## src/inc/asrc_map.vh

```
// asrc_map.vh: register map, field positions and counts of the serial port.
// assumes an 8-bit internal data bus with byte addresses.
`ifndef ASRC_MAP_VH
`define ASRC_MAP_VH
// register offsets
`define ASRC_OFF_BAUD   8'h0D
`define ASRC_OFF_CTRL1  8'h0E
`define ASRC_OFF_CTRL2  8'h0F
`define ASRC_OFF_FLAGS  8'h10
`define ASRC_OFF_DATA   8'h11
// serial_control_one fields
`define ASRC_C1_R8      7
`define ASRC_C1_T8      6
`define ASRC_C1_M       4
`define ASRC_C1_WAKE    3
// serial_control_two fields
`define ASRC_C2_TIE     7
`define ASRC_C2_TX_DONE_INT_EN    6
`define ASRC_C2_RIE     5
`define ASRC_C2_LINE_IDLE_INT_EN    4
`define ASRC_C2_TE      3
`define ASRC_C2_RE      2
`define ASRC_C2_RWU     1
`define ASRC_C2_SBK     0
// serial_flags fields
`define ASRC_F_TX_BUFFER_EMPTY_FLAG     7
`define ASRC_F_TC       6
`define ASRC_F_RX_BUFFER_FULL_FLAG     5
`define ASRC_F_IDLE     4
`define ASRC_F_OR       3
`define ASRC_F_NF       2
`define ASRC_F_FE       1
// baud_select fields
`define ASRC_B_SCP_HI   5
`define ASRC_B_SCP_LO   4
`define ASRC_B_SCR_HI   2
// reset values
`define ASRC_RST_CTRL2  8'h00
`define ASRC_RST_SCP    2'h0
// sampling and timing counts
`define ASRC_SAMPLES    4'hF
`define ASRC_VOTE_A     4'h7
`define ASRC_VOTE_C     4'h9
`define ASRC_VOTE_EVAL  4'hA
`define ASRC_IDLE8      8'hA0
`define ASRC_IDLE9      8'hB0
`define ASRC_PRE1       4'h0
`define ASRC_PRE3       4'h2
`define ASRC_PRE4       4'h3
`define ASRC_PRE13      4'hC
`endif

```

## src/hdl/asrc_top.v

```verilog
// asrc_top.v: serial port receiver, register set and transmit control.
// assumes bus strobes and serial_in_pin are synchronous to core_clk.
//
// How it works
// - M bit picks 8 or 9 data bits
// - ninth bit captured with data load
// - full character loads buffer, sets full flag
// - standby bit blocks receiver interrupts; reset clears
// - idle-line wakeup after 10/11 high bits
// - address-mark wakeup on MSB equal one
// - wake bit selects method; reset keeps it
// - wakeup clears standby bit by hardware
// - sixteen samples per bit, start verified
// - noise flag set with full flag
// - zero stop bit sets framing error
// - word arriving with no room sets overrun
// - 10/11 high bits set idle flag
// - transmit empty enable gates empty flag
// - done enable gates transmit done flag
// - receive enable gates full or overrun
// - idle enable gates idle flag
// - transmit enable sends 10/11 ones preamble
// - receive enable off: receiver stops, flags kept
// - break sends zero groups, then one bit
// - ninth transmit bit loaded with data
// - reset keeps M, ninth bits, data
// - status read then data read clears
// - overrun wins over framing error
// - prescale 1/3/4/13, then divide 2^n
`timescale 1ns/1ps
`include "asrc_map.vh"

////////////////////////////////////////////////////////////////////////////////
module asrc_fifo #(
  parameter W  = 11,
  parameter D  = 16,
  parameter AW = 4
) (
  // clock and reset
  input  wire          core_clk,
  input  wire          reset_n,
  // fill side
  input  wire          in_valid,
  output wire          in_ready,
  input  wire [W-1:0]  in_data,
  // drain side
  output wire          out_valid,
  input  wire          out_ready,
  output wire [W-1:0]  out_data
);
  reg  [W-1:0] mem [0:D-1];
  reg  [AW-1:0] wr_ptr;
  reg  [AW-1:0] rd_ptr;
  reg  [AW:0]   count;
  wire          push;
  wire          pop;

  assign in_ready  = (count != D[AW:0]);
  assign out_valid = (count != {(AW+1){1'b0}});
  assign out_data  = mem[rd_ptr];
  assign push      = in_valid & in_ready;
  assign pop       = out_valid & out_ready;

  always @(posedge core_clk) begin
    if (push) begin
      mem[wr_ptr] <= in_data;
    end
  end

  always @(posedge core_clk) begin
    if (!reset_n) begin
      wr_ptr <= {AW{1'b0}};
      rd_ptr <= {AW{1'b0}};
      count  <= {(AW+1){1'b0}};
    end else begin
      if (push) begin
        wr_ptr <= (wr_ptr == D[AW-1:0] - 1'b1) ? {AW{1'b0}} : wr_ptr + 1'b1;
      end
      if (pop) begin
        rd_ptr <= (rd_ptr == D[AW-1:0] - 1'b1) ? {AW{1'b0}} : rd_ptr + 1'b1;
      end
      if (push & !pop) begin
        count <= count + 1'b1;
      end else if (pop & !push) begin
        count <= count - 1'b1;
      end
    end
  end
endmodule

////////////////////////////////////////////////////////////////////////////////
module asrc_top #(
  parameter FIFO_DEPTH = 16,
  parameter FIFO_AW    = 4
) (
  // clock and reset
  input  wire       core_clk,
  input  wire       reset_n,
  // internal data bus
  input  wire [7:0] bus_addr,
  input  wire [7:0] bus_wdata,
  input  wire       bus_wr,
  input  wire       bus_rd,
  output reg  [7:0] bus_rdata,
  // interrupt request
  output reg        irq_req,
  // serial pins
  input  wire       serial_in_pin,
  output reg        serial_out_pin,
  output reg        serial_out_oe
);
  localparam RX_IDLE  = 3'b001;
  localparam RX_START = 3'b010;
  localparam RX_DATA  = 3'b100;

  function maj3;
    input [2:0] v;
    maj3 = (v[0] & v[1]) | (v[1] & v[2]) | (v[0] & v[2]);
  endfunction

  function dis3;
    input [2:0] v;
    dis3 = ~(&v) & (|v);
  endfunction

  // software-visible control
  reg  [1:0] baud_prescale_sel;
  reg  [2:0] baud_divide_sel;
  reg        char_nine;
  reg        wake_addr;
  reg        rx_bit_nine;
  reg        tx_bit_nine;
  reg        tx_empty_int_en;
  reg        tx_done_int_en;
  reg        rx_int_en;
  reg        line_idle_int_en;
  reg        tx_enable;
  reg        rx_enable;
  reg        rx_standby_req;
  reg        break_send;
  reg  [7:0] serial_data_buffer;
  reg  [7:0] tx_hold;
  // flags
  reg        tx_buffer_empty_flag;
  reg        tx_done_flag;
  reg        rx_buffer_full_flag;
  reg        line_idle_flag;
  reg        overrun_flag;
  reg        noise_flag;
  reg        frame_error_flag;
  reg        rx_armed;
  reg        tx_armed;

  ////////////////////////////////////////////////////////////////////////////
  // baud generator: one-cycle sample enable at 16x bit rate
  reg  [3:0] pre_cnt;
  reg  [6:0] rate_cnt;
  reg  [3:0] pre_max;
  wire       pre_tick;
  wire       samp_tick;
  wire [6:0] rate_max;

  always @* begin
    case (baud_prescale_sel)
      2'h0:    pre_max = `ASRC_PRE1;
      2'h1:    pre_max = `ASRC_PRE3;
      2'h2:    pre_max = `ASRC_PRE4;
      default: pre_max = `ASRC_PRE13;
    endcase
  end

  assign pre_tick  = (pre_cnt == pre_max);
  assign rate_max  = (7'h01 << baud_divide_sel) - 7'h01;
  assign samp_tick = pre_tick & (rate_cnt == rate_max);

  always @(posedge core_clk) begin
    if (!reset_n) begin
      pre_cnt  <= 4'h0;
      rate_cnt <= 7'h00;
    end else begin
      pre_cnt <= pre_tick ? 4'h0 : pre_cnt + 4'h1;
      if (pre_tick) begin
        rate_cnt <= (rate_cnt >= rate_max) ? 7'h00 : rate_cnt + 7'h01;
      end
    end
  end

  ////////////////////////////////////////////////////////////////////////////
  // receiver
  reg  [2:0] rx_state;
  reg  [3:0] samp_cnt;
  reg  [3:0] bit_cnt;
  reg  [2:0] votes;
  reg        prev_in;
  reg        rx_noise;
  reg  [9:0] rx_shift;
  reg        rx_done;
  reg  [7:0] rx_word;
  reg        rx_nine;
  reg        rx_fe;
  reg        rx_nf;
  reg  [7:0] idle_cnt;
  reg        idle_hit;
  wire       bit_val;
  wire [9:0] shift_nxt;
  wire [3:0] last_bit;
  wire [7:0] idle_lim;

  assign bit_val   = maj3(votes);
  assign shift_nxt = {bit_val, rx_shift[9:1]};
  assign last_bit  = char_nine ? 4'h9 : 4'h8;
  assign idle_lim  = char_nine ? `ASRC_IDLE9 : `ASRC_IDLE8;

  always @(posedge core_clk) begin
    if (!reset_n) begin
      rx_state <= RX_IDLE;
      samp_cnt <= 4'h0;
      bit_cnt  <= 4'h0;
      votes    <= 3'h7;
      prev_in  <= 1'b1;
      rx_noise <= 1'b0;
      rx_shift <= 10'h3FF;
      rx_done  <= 1'b0;
      rx_word  <= 8'h00;
      rx_nine  <= 1'b0;
      rx_fe    <= 1'b0;
      rx_nf    <= 1'b0;
      idle_cnt <= 8'h00;
      idle_hit <= 1'b0;
    end else begin
      rx_done  <= 1'b0;
      idle_hit <= 1'b0;
      if (!rx_enable) begin
        rx_state <= RX_IDLE;
        prev_in  <= 1'b1;
        idle_cnt <= 8'h00;
      end else if (samp_tick) begin
        prev_in <= serial_in_pin;
        // high-time counter, fires once per idle stretch
        if (!serial_in_pin) begin
          idle_cnt <= 8'h00;
        end else if (idle_cnt < idle_lim) begin
          idle_cnt <= idle_cnt + 8'h01;
          idle_hit <= (idle_cnt == idle_lim - 8'h01);
        end
        case (rx_state)
          RX_IDLE: begin
            samp_cnt <= 4'h0;
            rx_noise <= 1'b0;
            if (prev_in & !serial_in_pin) begin
              rx_state <= RX_START;
            end
          end
          RX_START: begin
            samp_cnt <= samp_cnt + 4'h1;
            if (samp_cnt >= `ASRC_VOTE_A && samp_cnt <= `ASRC_VOTE_C) begin
              votes <= {votes[1:0], serial_in_pin};
            end
            if (samp_cnt == `ASRC_VOTE_EVAL) begin
              rx_noise <= dis3(votes);
              if (bit_val) begin
                rx_state <= RX_IDLE; // false start rejected
              end
            end
            if (samp_cnt == `ASRC_SAMPLES) begin
              rx_state <= RX_DATA;
              bit_cnt  <= 4'h0;
            end
          end
          RX_DATA: begin
            samp_cnt <= samp_cnt + 4'h1;
            if (samp_cnt >= `ASRC_VOTE_A && samp_cnt <= `ASRC_VOTE_C) begin
              votes <= {votes[1:0], serial_in_pin};
            end
            if (samp_cnt == `ASRC_VOTE_EVAL) begin
              rx_shift <= shift_nxt;
              bit_cnt  <= bit_cnt + 4'h1;
              if (bit_cnt == last_bit) begin
                // stop bit just taken: hand the word over
                rx_state <= RX_IDLE;
                rx_done  <= 1'b1;
                rx_nf    <= rx_noise | dis3(votes);
                rx_fe    <= ~shift_nxt[9];
                rx_word  <= char_nine ? shift_nxt[7:0] : shift_nxt[8:1];
                rx_nine  <= shift_nxt[8];
              end else begin
                rx_noise <= rx_noise | dis3(votes);
              end
            end
          end
          default: rx_state <= RX_IDLE;
        endcase
      end
    end
  end

  ////////////////////////////////////////////////////////////////////////////
  // receive queue: words wait here until the read buffer is free
  wire        addr_mark;
  wire        rx_push;
  wire        q_ready;
  wire        q_valid;
  wire [10:0] q_data;
  wire        q_pop;

  assign addr_mark = char_nine ? rx_nine : rx_word[7];
  // standby drops words unless an address mark ends it
  assign rx_push = rx_done & (!rx_standby_req | (wake_addr & addr_mark));
  assign q_pop   = q_valid & !rx_buffer_full_flag;

  asrc_fifo #(
    .W  (11),
    .D  (FIFO_DEPTH),
    .AW (FIFO_AW)
  ) u_rx_fifo (
    .core_clk  (core_clk),
    .reset_n   (reset_n),
    .in_valid  (rx_push),
    .in_ready  (q_ready),
    .in_data   ({rx_fe, rx_nf, rx_nine, rx_word}),
    .out_valid (q_valid),
    .out_ready (!rx_buffer_full_flag),
    .out_data  (q_data)
  );

  ////////////////////////////////////////////////////////////////////////////
  // transmitter: one bit per 16 sample enables
  reg  [3:0]  tx_div;
  reg  [10:0] tx_shift;
  reg  [3:0]  tx_left;
  reg         tx_full;
  reg         pream_pend;
  reg         brk_tail;
  wire        tx_tick;
  wire [3:0]  tx_len;
  wire [10:0] tx_frame;
  wire        wr_data;
  wire        wr_ctrl2;

  assign tx_tick  = samp_tick & (tx_div == `ASRC_SAMPLES);
  assign tx_len   = char_nine ? 4'hB : 4'hA;
  assign tx_frame = {1'b1, (char_nine ? tx_bit_nine : 1'b1), tx_hold, 1'b0};
  assign wr_data  = bus_wr & (bus_addr == `ASRC_OFF_DATA);
  assign wr_ctrl2 = bus_wr & (bus_addr == `ASRC_OFF_CTRL2);

  always @(posedge core_clk) begin
    if (!reset_n) begin
      tx_div         <= 4'h0;
      tx_shift       <= 11'h7FF;
      tx_left        <= 4'h0;
      tx_full        <= 1'b0;
      pream_pend     <= 1'b0;
      brk_tail       <= 1'b0;
      serial_out_pin <= 1'b1;
      serial_out_oe  <= 1'b0;
    end else begin
      if (samp_tick) begin
        tx_div <= tx_div + 4'h1;
      end
      if (wr_data) begin
        tx_full <= 1'b1;
      end
      if (wr_ctrl2 & bus_wdata[`ASRC_C2_TE] & !tx_enable) begin
        pream_pend <= 1'b1;
      end
      if (wr_ctrl2 & !bus_wdata[`ASRC_C2_SBK] & break_send) begin
        brk_tail <= 1'b1;
      end
      serial_out_oe <= tx_enable | (tx_left != 4'h0);
      if (tx_tick) begin
        if (tx_left != 4'h0) begin
          serial_out_pin <= tx_shift[0];
          tx_shift       <= {1'b1, tx_shift[10:1]};
          tx_left        <= tx_left - 4'h1;
        end else if (tx_enable & pream_pend) begin
          serial_out_pin <= 1'b1;
          tx_shift       <= 11'h7FF;
          tx_left        <= tx_len - 4'h1;
          pream_pend     <= 1'b0;
        end else if (tx_enable & break_send) begin
          serial_out_pin <= 1'b0;
          tx_shift       <= 11'h000;
          tx_left        <= tx_len - 4'h1;
        end else if (brk_tail) begin
          serial_out_pin <= 1'b1;
          brk_tail       <= 1'b0;
        end else if (tx_enable & tx_full & !wr_data) begin
          serial_out_pin <= tx_frame[0];
          tx_shift       <= {1'b1, tx_frame[10:1]};
          tx_left        <= tx_len - 4'h1;
          tx_full        <= 1'b0;
        end else begin
          serial_out_pin <= 1'b1;
        end
      end
    end
  end

  wire tx_load;
  wire tx_quiet;
  assign tx_load  = tx_tick & (tx_left == 4'h0) & tx_enable & !pream_pend &
                    !break_send & !brk_tail & tx_full & !wr_data;
  assign tx_quiet = (tx_left == 4'h0) & !tx_full & !pream_pend & !brk_tail &
                    !break_send;

  ////////////////////////////////////////////////////////////////////////////
  // register access and flags
  wire rd_flags;
  wire rd_data;
  wire rx_clr;
  wire tx_clr;
  wire rx_any;

  assign rd_flags = bus_rd & (bus_addr == `ASRC_OFF_FLAGS);
  assign rd_data  = bus_rd & (bus_addr == `ASRC_OFF_DATA);
  assign rx_any   = rx_buffer_full_flag | line_idle_flag | overrun_flag |
                    noise_flag | frame_error_flag;
  assign rx_clr   = rd_data & rx_armed;
  assign tx_clr   = wr_data & tx_armed;

  // fields that reset leaves alone
  always @(posedge core_clk) begin
    if (bus_wr & (bus_addr == `ASRC_OFF_BAUD)) begin
      baud_divide_sel <= bus_wdata[`ASRC_B_SCR_HI:0];
    end
    if (bus_wr & (bus_addr == `ASRC_OFF_CTRL1)) begin
      tx_bit_nine <= bus_wdata[`ASRC_C1_T8];
      char_nine   <= bus_wdata[`ASRC_C1_M];
      wake_addr   <= bus_wdata[`ASRC_C1_WAKE];
    end
    if (wr_data) begin
      tx_hold <= bus_wdata;
    end
    if (q_pop) begin
      serial_data_buffer <= q_data[7:0];
      rx_bit_nine        <= q_data[8];
    end
  end

  always @(posedge core_clk) begin
    if (!reset_n) begin
      baud_prescale_sel    <= `ASRC_RST_SCP;
      {tx_empty_int_en, tx_done_int_en, rx_int_en, line_idle_int_en,
       tx_enable, rx_enable, rx_standby_req, break_send} <= `ASRC_RST_CTRL2;
      tx_buffer_empty_flag <= 1'b1;
      tx_done_flag         <= 1'b1;
      rx_buffer_full_flag  <= 1'b0;
      line_idle_flag       <= 1'b0;
      overrun_flag         <= 1'b0;
      noise_flag           <= 1'b0;
      frame_error_flag     <= 1'b0;
      rx_armed             <= 1'b0;
      tx_armed             <= 1'b0;
      bus_rdata            <= 8'h00;
      irq_req              <= 1'b0;
    end else begin
      if (bus_wr & (bus_addr == `ASRC_OFF_BAUD)) begin
        baud_prescale_sel <= bus_wdata[`ASRC_B_SCP_HI:`ASRC_B_SCP_LO];
      end
      if (wr_ctrl2) begin
        {tx_empty_int_en, tx_done_int_en, rx_int_en, line_idle_int_en,
         tx_enable, rx_enable, rx_standby_req, break_send} <= bus_wdata;
      end
      // hardware wakeup wins over a same-cycle write
      if (rx_standby_req & wake_addr & rx_done & addr_mark) begin
        rx_standby_req <= 1'b0;
      end else if (rx_standby_req & !wake_addr & idle_hit) begin
        rx_standby_req <= 1'b0;
      end
      // arming: status read with a flag set
      if (rd_flags) begin
        rx_armed <= rx_any;
        tx_armed <= tx_buffer_empty_flag | tx_done_flag;
      end else if (rd_data) begin
        rx_armed <= 1'b0;
      end else if (wr_data) begin
        tx_armed <= 1'b0;
      end
      // receive flags: set wins over clear
      if (rx_clr) begin
        rx_buffer_full_flag <= 1'b0;
        line_idle_flag      <= 1'b0;
        overrun_flag        <= 1'b0;
        noise_flag          <= 1'b0;
        frame_error_flag    <= 1'b0;
      end
      if (q_pop) begin
        rx_buffer_full_flag <= 1'b1;
        noise_flag          <= q_data[9];
        frame_error_flag    <= q_data[10];
      end
      if (rx_push & !q_ready) begin
        overrun_flag <= 1'b1; // word lost, its framing error dropped
      end
      if (idle_hit) begin
        line_idle_flag <= 1'b1;
      end
      // transmit flags
      if (tx_clr) begin
        tx_buffer_empty_flag <= 1'b0;
        tx_done_flag         <= 1'b0;
      end
      if (tx_load) begin
        tx_buffer_empty_flag <= 1'b1;
      end
      if (tx_buffer_empty_flag & tx_quiet & !tx_clr) begin
        tx_done_flag <= 1'b1;
      end
      // read data, registered one cycle after the strobe
      if (bus_rd) begin
        if (bus_addr == `ASRC_OFF_BAUD) begin
          bus_rdata <= {2'h0, baud_prescale_sel, 1'b0, baud_divide_sel};
        end else if (bus_addr == `ASRC_OFF_CTRL1) begin
          bus_rdata <= {rx_bit_nine, tx_bit_nine, 1'b0, char_nine, wake_addr, 3'h0};
        end else if (bus_addr == `ASRC_OFF_CTRL2) begin
          bus_rdata <= {tx_empty_int_en, tx_done_int_en, rx_int_en, line_idle_int_en,
                        tx_enable, rx_enable, rx_standby_req, break_send};
        end else if (bus_addr == `ASRC_OFF_FLAGS) begin
          bus_rdata <= {tx_buffer_empty_flag, tx_done_flag, rx_buffer_full_flag,
                        line_idle_flag, overrun_flag, noise_flag, frame_error_flag, 1'b0};
        end else if (bus_addr == `ASRC_OFF_DATA) begin
          bus_rdata <= serial_data_buffer;
        end else begin
          bus_rdata <= 8'h00;
        end
      end
      // receiver requests need the receiver on and awake
      irq_req <= (tx_empty_int_en & tx_buffer_empty_flag) |
                 (tx_done_int_en & tx_done_flag) |
                 (rx_enable & !rx_standby_req &
                  ((rx_int_en & (rx_buffer_full_flag | overrun_flag)) |
                   (line_idle_int_en & line_idle_flag)));
    end
  end
endmodule

```

## config.mk

```make
export PLATFORM = sky130hd
export DESIGN_NAME = asrc_top
export DESIGN_NICKNAME = d
export VERILOG_FILES = /design/src/hdl/asrc_top.v
export VERILOG_INCLUDE_DIRS = /design/src /design/src/inc
export SDC_FILE = /design/constraint.sdc
export NUM_CORES = 1
export LEC_CHECK = 0
export ABC_CLOCK_PERIOD_IN_PS = 4190
export BUFFER_PORTS_ARGS = -buffer_cell sky130_fd_sc_hd__buf_2
export CAP_MARGIN = 10
export CORE_ASPECT_RATIO = 2
export CORE_MARGIN = 2
export CORE_UTILIZATION = 32
export CTS_CLUSTER_DIAMETER = 150
export DETAILED_ROUTE_END_ITERATION = 8
export GPL_TIMING_DRIVEN = 1
export PLACE_DENSITY_LB_ADDON = 0.15
export SYNTH_ARGS = -nofsm -noshare
export SYNTH_HDL_FRONTEND = slang
export SYNTH_SLANG_ARGS = --single-unit
export TNS_END_PERCENT = 10
```

## constraint.sdc

```tcl
create_clock -name core_clk -period 4.19 [get_ports core_clk]
set_input_delay 0.838 -clock core_clk [delete_from_list [all_inputs] [get_ports core_clk]]
set_output_delay 0.838 -clock core_clk [all_outputs]
set_load 0.02 [all_outputs]
```

Word level (Yosys, flattened, before mapping)
Memory sizes are Yosys's and may differ from the RTL's. A register that Yosys moved wholly into a read port is not among the register bits.
Cells that the tools add are included.
{ "classes": {"n_div": 0, "mul": 0, "muxes": 82, "shifts": 1, "bitwise": 71, "n_addsub": 14, "magnitude_cmp": 4, "reduce_logical": 50, "eq_ne": 31} }
{ "op_table": {"columns": ["operator", "n"], "rows": [
  ["8-bit two-way mux", 8],
  ["11-bit two-way mux", 5],
  ["1-bit AND", 54],
  ["4-bit two-way mux", 11],
  ["1-bit two-way mux", 43],
  ["4-bit by 1-bit adder with 4-bit output (second input constant)", 6],
  ["8-bit by 4-bit equality test with 1-bit output (second input constant)", 3],
  ["4-bit equality test (second input constant)", 5],
  ["5-bit AND reduction", 4],
  ["3-bit two-way mux", 6],
  ["8-bit by 5-bit equality test with 1-bit output (second input constant)", 2],
  ["4-bit one-hot mux with 2 select lines", 2],
  ["2-bit nonzero test", 8],
  ["1-bit logical NOT", 15],
  ["5-bit two-way mux", 3],
  ["2-bit != test (second input constant)", 7],
  ["1-bit OR", 14],
  ["4-bit one-hot mux with 3 select lines", 1],
  ["6-bit AND reduction", 2],
  ["3-bit one-hot mux with 3 select lines", 1],
  ["3-bit AND reduction", 3],
  ["8-bit by 1-bit adder with 8-bit output (second input constant)", 1],
  ["4-bit equality test", 2],
  ["8-bit equality test", 1],
  ["other kinds (34)", 46]
]} }
{ "word_totals": {"mem_bits_ro": 0, "regBits": 146, "mem_bits_rw": 176, "mem_count": 1, "latch_bits": 0, "out_inout_bits": 11} }
{ "memory_table": {"columns": ["name", "depth", "width", "rd", "rd_clocked_by_memory_dff", "wr", "line_no", "text"], "rows": [
  ["u_rx_fifo.mem", 16, 11, 1, 1, 1, "asrc_top.v:51", "reg [W-1:0] mem [0:D-1];"]
]} }

Logic depth before layout (Yosys ltp)
Gate-level depths: netlist (run 1).
{ "logic_depth": {"depth_word": 13, "ltp_mapped": 13, "depth_no_buf": 11} }

Hierarchy
A second synthesis (run 1) with hierarchy kept.
{ "hier_totals": {"cells_unflattened": 1095, "area_unflattened_um2": 14056.0} }
{ "modules_own_cells": {"columns": ["mod", "area_each_um2", "cells_per_inst", "instances"], "rows": [
  ["asrc_fifo", 7582.3, 384, 1],
  ["asrc_top", 6473.7, 711, 1]
]} }

Least setup slack after synthesis (run 1)
OpenSTA, ideal clock, no wires.
{ "synth_timing": {"kind": "register to register", "start": "register char_nine", "end": "register u_rx_fifo.count[4]", "setup_ps": 70, "slack_ps": 1287, "arrival_time_ps": 2833, "path_stages_with_launch": 14, "cell_sequence": "edfxtp_1 > clkbuf_1 > mux2i_1 > o21ai_0 > and3_1 > buf_2 > ha_1 > inv_1 > fa_1 > a21o_1 > a21oi_1 > xnor2_1 > or3_1 > a21oi_1"} }
{ "synth_via": {"elab_chain_len": 8} }
{ "synth_lines": {"columns": ["element", "line_no", "text"], "rows": [
  ["from (decl)", "asrc_top.v:129", "reg char_nine;"],
  ["from (signal assigned)", "asrc_top.v:428", "char_nine <= bus_wdata[`ASRC_C1_M];"],
  ["1-bit two-way mux (*)", "asrc_top.v:306", "assign addr_mark = char_nine ? rx_nine : rx_word[7];"],
  ["1-bit AND (*)", "asrc_top.v:308", "assign rx_push = rx_done & (!rx_standby_req | (wake_addr & addr_mark));"],
  ["1-bit OR (*)", "asrc_top.v:308", null],
  ["1-bit AND (*)", "asrc_top.v:308", null],
  ["1-bit AND (*)", "asrc_top.v:61", "assign push = in_valid & in_ready;"],
  ["named net u_rx_fifo.push", "asrc_top.v:55", "wire push;"],
  ["1-bit logical NOT", "asrc_top.v:84", "end else if (pop & !push) begin"],
  ["1-bit AND", "asrc_top.v:84", null],
  ["2-bit nonzero test (no source line)", null, null],
  ["to (signal assigned)", "asrc_top.v:74", "count <= {(AW+1){1'b0}};"],
  ["to (signal assigned)", "asrc_top.v:83", "count <= count + 1'b1;"],
  ["to (signal assigned)", "asrc_top.v:85", "count <= count - 1'b1;"],
  ["to (decl)", "asrc_top.v:54", "reg [AW:0] count;"]
]} }
The timed path passes the listed nets; every way through them passes the cells marked *.
A chain may end at the register's enable or synchronous reset.

Worst setup path after layout (run 1)
{ "layout_timing": {"start": "register rx_word[7]", "end": "register u_rx_fifo.count[4]"} }
{ "layout_via": {"elab_chain_len": 8} }
{ "layout_lines": {"columns": ["element", "line_no", "text"], "rows": [
  ["from (decl)", "asrc_top.v:198", "reg [7:0] rx_word;"],
  ["from (signal assigned)", "asrc_top.v:284", "rx_word <= char_nine ? shift_nxt[7:0] : shift_nxt[8:1];"],
  ["1-bit two-way mux (*)", "asrc_top.v:306", null],
  ["1-bit AND (*)", "asrc_top.v:308", null],
  ["1-bit OR (*)", "asrc_top.v:308", null],
  ["1-bit AND (*)", "asrc_top.v:308", null],
  ["1-bit AND (*)", "asrc_top.v:61", null],
  ["1-bit logical NOT", "asrc_top.v:84", null],
  ["1-bit AND", "asrc_top.v:84", null],
  ["2-bit nonzero test (no source line)", null, null]
]} }
Every way passes the cells marked *; elsewhere a longest branch is shown, timed or not.

==> flow_metrics.py, run 1 <==
metrics = {
    "outcome": {
        "status": "completed",
    },
    "layout": {
        "fin_cells": 1658,
        "stdcell_area_um2": 15700,
        "area_growth_pct": 13.8,
        "layout.nets": 1138,
        "drive_above_1_share_pct": 17.8,
        "final_util_pct": 36.9,
    },
    "logic_synthesis": {
        "ys_warn_count": 0,
        "yosysSeqAreaShare_pct": 61.5,
        "synth_mux_area_share_pct": 12.1,
        "synthTopCellsByArea": "edfxtp_1 43%, dfxtp_1 18%, mux4_2 8.6%",
        "synth_ff_type": "edfxtp_1",
        "synth.most_common_cell": "edfxtp_1",
        "synth-edff-count": 199,
        "synth_top_family_by_area": "multiplexers",
        "yosys.area.top_type": "edfxtp_1",
        "syn_inst": 1042,
        "synthTopCellsByCount": "199 x edfxtp_1, 126 x dfxtp_1, 89 x nor2_1",
        "synth_compound_area_share_pct": 9.13,
        "synthSimpleGateAreaFrac_pct": 10.7,
        "synth.avg_cell_area_um2": 13.3,
        "synth_adder_area_share_pct": 2.84,
        "postSynthNetCount": 1093,
        "syn_area_um2": 13800,
        "synth_xor_area_share_pct": 1.14,
        "synthArstFlopShare_pct": 0,
        "yosysTopAreaCellShare_pct": 43.2,
        "ys_seq_elements": 325,
        "yosysUniqueCellTypes": 77,
    },
    "timing": {
        "timing.final.ws_setup_ns": 0.970,
        "finalSetupViolations": 0,
        "tightest_slew_ns": 0.992,
        "report.final.slew_viol_count": 0,
        "finalSetupTns_ns": 0,
        "clock_skew_ns": 0.0286,
        "clock.fmax_ghz": 0.311,
        "fin_crit_sh_pct": 76.8,
        "rsz0062_at_grt": "no",
        "whs_ns": 0.443,
        "hold_viol": 0,
        "slew_headroom_pct": 33.8,
        "layout_min_cycle_time_ns": 3.22,
    },
    "critical_path": {
        "path_cells": "buf_4 -> mux2i_1 -> o21ai_0 -> and3_1 -> ha_1 -> inv_1 -> fa_1 -> a21o_1 -> a21oi_1 -> xnor2_1 -> or3_1 -> a21oi_1",
        "crit_slowest_cell": "fa_1",
        "critical_path.most_common_cell": "a21oi_1",
        "crit_path_end_kind": "flop",
        "worstPathMaxFanout": 18,
        "r2r-end": "u_rx_fifo.count[4]$_SDFFE_PN0P_",
        "worst-path-buf-inv": 2,
        "worst-r2r-setup-slack_ns": 0.97,
        "crit_start": "rx_word[7]$_SDFFE_PN0P_",
        "cp_num_cells": 12,
        "start_kind": "flop",
        "cp_top_family": "compound AO/OA/AOI/OAI gates",
        "worstRegToRegCells": 12,
        "r2r-start": "rx_word[7]$_SDFFE_PN0P_",
        "worstPathRequired_ns": 4.69,
        "critPathKind": "flop to flop",
        "endpoint": "u_rx_fifo.count[4]$_SDFFE_PN0P_",
        "critPathArrivalTime_ns": 3.72,
        "slowest_delay_ns": 0.48,
    },
    "floorplanning": {
        "dieHeight_um": 298,
        "die_area_um2": 45000,
        "core_area_um2": 42600,
        "num_io_pins": 32,
        "die_w_um": 151,
        "start_util_pct": 32.5,
        "rows": 107,
    },
    "worst_hold_path": {
        "min_path_type": "primary input to flop",
        "min_from": "bus_wdata[7]",
    },
    "clock_tree": {
        "clk_latency_ns": 0.59,
        "cts_root_buffer": "clkbuf_16",
        "clk_pin_slew_worst_paths_ns": 0.07,
        "ctsResizeCount": 0,
        "post-cts-setup-buffers": 0,
        "hold_buffers": 0,
        "cts_buffers": 31,
        "h-tree-depth": 1,
        "cts_tree": "done",
        "cts.sinks": 325,
        "cts_buffer_depth": 3,
    },
    "routing": {
        "wl_met2_mm": 21.0,
        "wl_per_cell_um": 21.5,
        "top_layer": "met4",
        "drt-total-wl_mm": 35.7,
        "dr_wl_met3_um": 972,
        "drt-initial-drc-count": 457,
        "final_antenna_net_count": 0,
        "drc": 0,
        "dr.pass1.iters": 6,
        "vias": 8528,
        "viasPerCell": 5.14,
        "wirelength_met1_mm": 12.7,
    },
    "global_route": {
        "grt_pass1_wl_mm": 54.7,
        "grt_antenna_before_repair": 0,
        "grt_pass1_vias": 8901,
        "grt_max_degree": 35,
        "grt-ovfl-total": 0,
        "grt_usage_pct": 16.3,
    },
    "power_and_ir_drop": {
        "clock_power_share_pct": 37.5,
        "p_sw_mw": 1.91,
        "pwr-share-seq_pct": 48.5,
        "internal-power_mw": 5.65,
        "power_mw": 7.55,
        "p_sw_share_pct": 25.2,
        "ir_worst_vdd_v": 0.000327,
        "power_density_nw_per_um2": 480,
        "p_leak_nw": 5.23,
        "power_frac_comb_pct": 14.1,
    },
    "placement": {
        "place.gp.congestion": 0.772,
        "hpwl_mm": 25.1,
        "dp.cells": 1599,
        "portBuffers": 31,
        "post_dp_cell_area_um2": 14700,
        "preCtsSetupSlack_ns": 0.989,
    },
    "run": {
        "max_cap_viol_count": 0,
    },
}
-- state kept, by name, indices dropped and copies added (netlist names), 5 cells and up, named ones only --
register	cells
tx_shift	11
rx_shift	9
bus_rdata	8
u_rx_fifo.mem	176
idle_cnt	8
rate_cnt	7
rx_word	8
u_rx_fifo.count	5
tx_hold	8
serial_data_buffer	8
-- placed cells by master, fill, tap and decap left out, drive strengths merged, types with 13 or more instances in the layout --
master,count
nand3,33
mux2i,45
buf,68
nor3,19
edfxtp,199
mux4,53
nor2,90
inv,30
a21oi,47
o21ai,38
dfxtp,126
nand2,71
clkinv,13
a211oi,26
nand4,15
ha,29
clkbuf,39
-- power by group through the flow --
stage	registers, mW	clock network, mW	logic, mW
CTS	3.67	2.92	1.09
global placement	3.74	0	1.09
floorplan	3.62	0	0.858
global route	3.68	3.02	1.17
finish	3.66	2.83	1.06
detailed placement	3.74	0	1.09
-- cell type report --
| class | count | area, um^2 |
|---|---|---|
| fill | 4152 | 26800 |
| sequential | 325 | 8500 |
| multi-input combinational | 633 | 4990 |
| clock buffer | 39 | 837 |
| tap | 545 | 682 |
| timing repair buffer | 68 | 433 |
| clock inverter | 19 | 176 |
| inverter | 28 | 105 |
| antenna | 1 | 2.50 |
-- metal layers --
metal / vias up / global-route usage (%)
met1: 4255 / 17.1
met4: 0 / 5.38
met5: - / 0
li1: 4089 / -
met2: 124 / 32.4
met3: 60 / 1.81
-- cell families after synthesis --
| kind of cell | Yosys count |
|---|---|
| DFF | 325 |
| and+or+nand+nor | 294 |
| AOI/OAI and AO/OA | 189 |
| muxes | 101 |
| buffers and inverters | 84 |
| adders and majority gates | 31 |
| xor gates and xnor gates | 18 |
-- worst min-delay path by stage --
stage | to | slack (ns) | cells past startpoint
2_1_floorplan | rx_noise$_SDFFE_PN0P_ | 0.44 | 2
3_5_place_dp | rx_noise$_SDFFE_PN0P_ | 0.46 | 2
5_1_grt | tx_hold[7]$_DFFE_PP_ | 0.44 | 1
6_report | tx_hold[7]$_DFFE_PP_ | 0.44 | 1
3_3_place_gp | rx_noise$_SDFFE_PN0P_ | 0.45 | 2
4_1_cts | tx_hold[7]$_DFFE_PP_ | 0.41 | 1
-- worst register-to-register path: cells and delay by family, from the launching register on --
kind                     cells  cell delay, ns
AO/OA/AOI/OAI                4            0.83
XOR/XNOR                     1            0.09
adder cells (fa/ha/maj)      2            0.74
flip-flops                   1            0.30
AND/OR/NAND/NOR              2            0.73
multiplexers                 1            0.11
buffers and inverters        2            0.32
Note: power is estimated with default switching activity, not from simulation.
==> run 2, diff against run 1 <==
--- a/config.mk
+++ b/config.mk
@@ -6,7 +6,8 @@
 export SDC_FILE = /design/constraint.sdc
 export NUM_CORES = 1
 export LEC_CHECK = 0
-export ABC_CLOCK_PERIOD_IN_PS = 4190
+export ABC_AREA = 1
+export ABC_CLOCK_PERIOD_IN_PS = 2700
 export BUFFER_PORTS_ARGS = -buffer_cell sky130_fd_sc_hd__buf_2
 export CAP_MARGIN = 10
 export CORE_ASPECT_RATIO = 2
==> constraint.sdc (replaced) <==
create_clock -name core_clk -period 2.7 [get_ports core_clk]
set_input_delay 0.54 -clock core_clk [delete_from_list [all_inputs] [get_ports core_clk]]
set_output_delay 0.54 -clock core_clk [all_outputs]
set_load 0.02 [all_outputs]
==> flow_metrics.py, run 2 <==
metrics = {
    "timing": {
        "hold_viol": 0,
        "clock_skew_ns": 0.0238,
        "finalSetupViolations": 0,
        "timing.final.ws_setup_ns": 0.278,
        "fin_crit_sh_pct": 89.7,
        "layout_min_cycle_time_ns": 2.42,
        "rsz0062_at_grt": "no",
        "report.final.slew_viol_count": 0,
        "tightest_slew_ns": 0.749,
        "slew_headroom_pct": 50.0,
        "clock.fmax_ghz": 0.413,
    },
    "routing": {
        "viasPerCell": 4.91,
        "drt-initial-drc-count": 513,
        "wl_per_cell_um": 18.2,
        "vias": 10336,
        "dr.pass1.iters": 4,
        "drc": 0,
        "drt-total-wl_mm": 38.3,
        "final_antenna_net_count": 0,
    },
    "logic_synthesis": {
        "yosysSeqAreaShare_pct": 58.4,
        "yosysTopAreaCellShare_pct": 41.1,
        "syn_area_um2": 14500,
        "ys_warn_count": 0,
        "synthTopCellsByArea": "edfxtp_1 41%, dfxtp_1 17%, nand2_1 5.7%",
        "synthArstFlopShare_pct": 0,
        "synth.most_common_cell": "nand2_1",
        "yosys.area.top_type": "edfxtp_1",
        "synth.avg_cell_area_um2": 9.89,
        "ys_seq_elements": 325,
        "synth_ff_type": "edfxtp_1",
        "synthTopCellsByCount": "219 x nand2_1, 199 x edfxtp_1, 167 x inv_1",
        "postSynthNetCount": 1522,
        "syn_inst": 1471,
        "yosysUniqueCellTypes": 51,
        "synth-edff-count": 199,
    },
    "critical_path": {
        "critical_path.most_common_cell": "nor2_1",
        "r2r-start": "char_nine$_DFFE_PP_",
        "path_cells": "a21boi_1 -> nand2_1 -> o21ai_2 -> inv_1 -> nor2_4 -> ha_1 -> inv_1 -> fa_2 -> a21o_1 -> a21oi_1 -> nor2_1 -> nor2_1 -> nand2_1 -> nor2_1 -> nor2_1",
        "crit_start": "char_nine$_DFFE_PP_",
        "slowest_delay_ns": 0.46,
        "critPathArrivalTime_ns": 2.91,
        "worst-r2r-setup-slack_ns": 0.28,
        "worstPathMaxFanout": 4,
        "crit_path_end_kind": "flop",
        "worstRegToRegCells": 15,
        "start_kind": "flop",
        "r2r-end": "u_rx_fifo.count[4]$_SDFFE_PN0P_",
        "crit_slowest_cell": "edfxtp_1",
        "worstPathRequired_ns": 3.19,
        "critPathKind": "flop to flop",
    },
    "layout": {
        "antenna_cells": 0,
        "layout.nets": 1575,
        "area_growth_pct": 13.9,
        "final_common_cell": "nand2_1",
        "drive_above_1_share_pct": 11.7,
        "largest_register_ffs": 176,
        "final_cell_mix": "219 x nand2_1, 199 x edfxtp_1, 167 x inv_1",
        "final_util_pct": 36.8,
        "largestRegisters": "u_rx_fifo.mem x176, tx_shift x11, rx_shift x9",
        "stdcell_area_um2": 16600,
        "largest_register": "u_rx_fifo.mem",
    },
    "global_route": {
        "grt-ovfl-total": 0,
        "grt_busiest_layer": "met2",
        "grt_pass1_wl_mm": 58.9,
        "grt_max_degree": 53,
        "gr-usage-met1_pct": 15.6,
        "grt_use_met3_pct": 1.56,
        "grt_pass1_vias": 10464,
        "grt_usage_pct": 16.2,
        "grt_antenna_before_repair": 0,
        "grt_use_met2_pct": 33.9,
    },
    "worst_hold_path": {
        "min_path_cells": 1,
        "min_from": "bus_wdata[7]",
        "min_path_type": "primary input to flop",
        "hold_end": "tx_hold[7]$_DFFE_PP_",
    },
    "floorplanning": {
        "rows": 110,
        "dieHeight_um": 305,
        "die_area_um2": 47300,
        "core_area_um2": 45000,
        "num_io_pins": 32,
        "start_util_pct": 32.3,
        "die_w_um": 155,
    },
    "power_and_ir_drop": {
        "power_mw": 12.5,
        "power_density_nw_per_um2": 753,
        "p_leak_nw": 6.24,
        "ir_worst_vdd_v": 0.000426,
    },
    "clock_tree": {
        "cts_buffers": 31,
        "clk_pin_slew_worst_paths_ns": 0.07,
        "h-tree-depth": 1,
        "cts_root_buffer": "clkbuf_16",
        "cts_buffer_depth": 3,
        "clk_latency_ns": 0.59,
        "cts.sinks": 325,
        "cts_tree": "done",
    },
    "placement": {
        "preCtsSetupSlack_ns": 0.0153,
        "place.gp.congestion": 0.812,
        "hpwl_mm": 27.1,
        "post_dp_cell_area_um2": 15500,
        "portBuffers": 31,
    },
    "outcome": {
        "status": "completed",
    },
    "run": {
        "max_cap_viol_count": 0,
    },
}
==> run 2: worst max-delay path by stage <==
stage               slack, ns  cells after the start                               to
floorplan                0.11                     16  u_rx_fifo.count[4]$_SDFFE_PN0P_
finish                   0.28                     15  u_rx_fifo.count[4]$_SDFFE_PN0P_
global placement        -0.01                     16  u_rx_fifo.count[4]$_SDFFE_PN0P_
global route            0.005                     17  u_rx_fifo.count[4]$_SDFFE_PN0P_
detailed placement       0.02                     15  u_rx_fifo.count[4]$_SDFFE_PN0P_
CTS                      0.03                     15  u_rx_fifo.count[4]$_SDFFE_PN0P_
==> run 2: layout make-up <==
| class | count | area (um^2) |
|---|---|---|
| clock buffers | 35 | 791 |
| clock inverters | 21 | 238 |
| fillers | 4486 | 28400 |
| inverters | 178 | 669 |
| multi-input cells | 911 | 5110 |
| flip-flops and latches | 325 | 8500 |
| well taps | 560 | 701 |
| repair buffers | 77 | 551 |
==> run 2: timing repair <==
item / CTS / global route
hold endpoints to repair: 0 / 0
buffers inserted: 0 / 1
gates resized for setup: 1 / 5
setup endpoints to repair: 1 / 4
pin swaps: 0 / 1
gates cloned: 0 / 0
hold buffers: 0 / 0
==> run 2: through the flow <==
step           hold slack (ns)  cells  setup TNS, ns
2_1_floorplan            0.424   1471              0
3_3_place_gp             0.439   2050        -0.0107
3_5_place_dp             0.445   2050              0
4_1_cts                  0.127   2106              0
5_1_grt                  0.157   2107              0
6_report                 0.161   2107              0
==> run 2: kinds of logic after synthesis <==
group,synth area share [%]
AO/OA/AOI/OAI,12.8
XOR/XNOR,1.02
AND/OR/NAND/NOR,16.1
multiplexers,2.48
buffers and inverters,6.52
adder cells (fa/ha/maj),2.63
flip-flops,58.4
==> run 2: routing by layer <==
metal	part of all wire, %	vias up
li1	-	5161
met2	58	134
met1	35	4973
met4	3.7	0
met3	2.7	68
met5	0	-
==> run 2: report_power, final <==
part | leakage, nW | internal (mW) | switching (mW) | total (mW)
registers | 2.64 | 5.44 | 0.221 | 5.66
logic | 3.11 | 0.832 | 1.44 | 2.27
clock network | 0.493 | 2.58 | 1.95 | 4.53
==> run 2: worst max-delay path: cells and delay by family (launching register included) <==
| kind | cells | cell delay [ns] |
|---|---|---|
| buffers and inverters | 2 | 0.19 |
| flip-flops | 1 | 0.46 |
| AO/OA/AOI/OAI | 4 | 0.58 |
| AND/OR/NAND/NOR | 7 | 0.54 |
| adder cells (fa/ha/maj) | 2 | 0.57 |
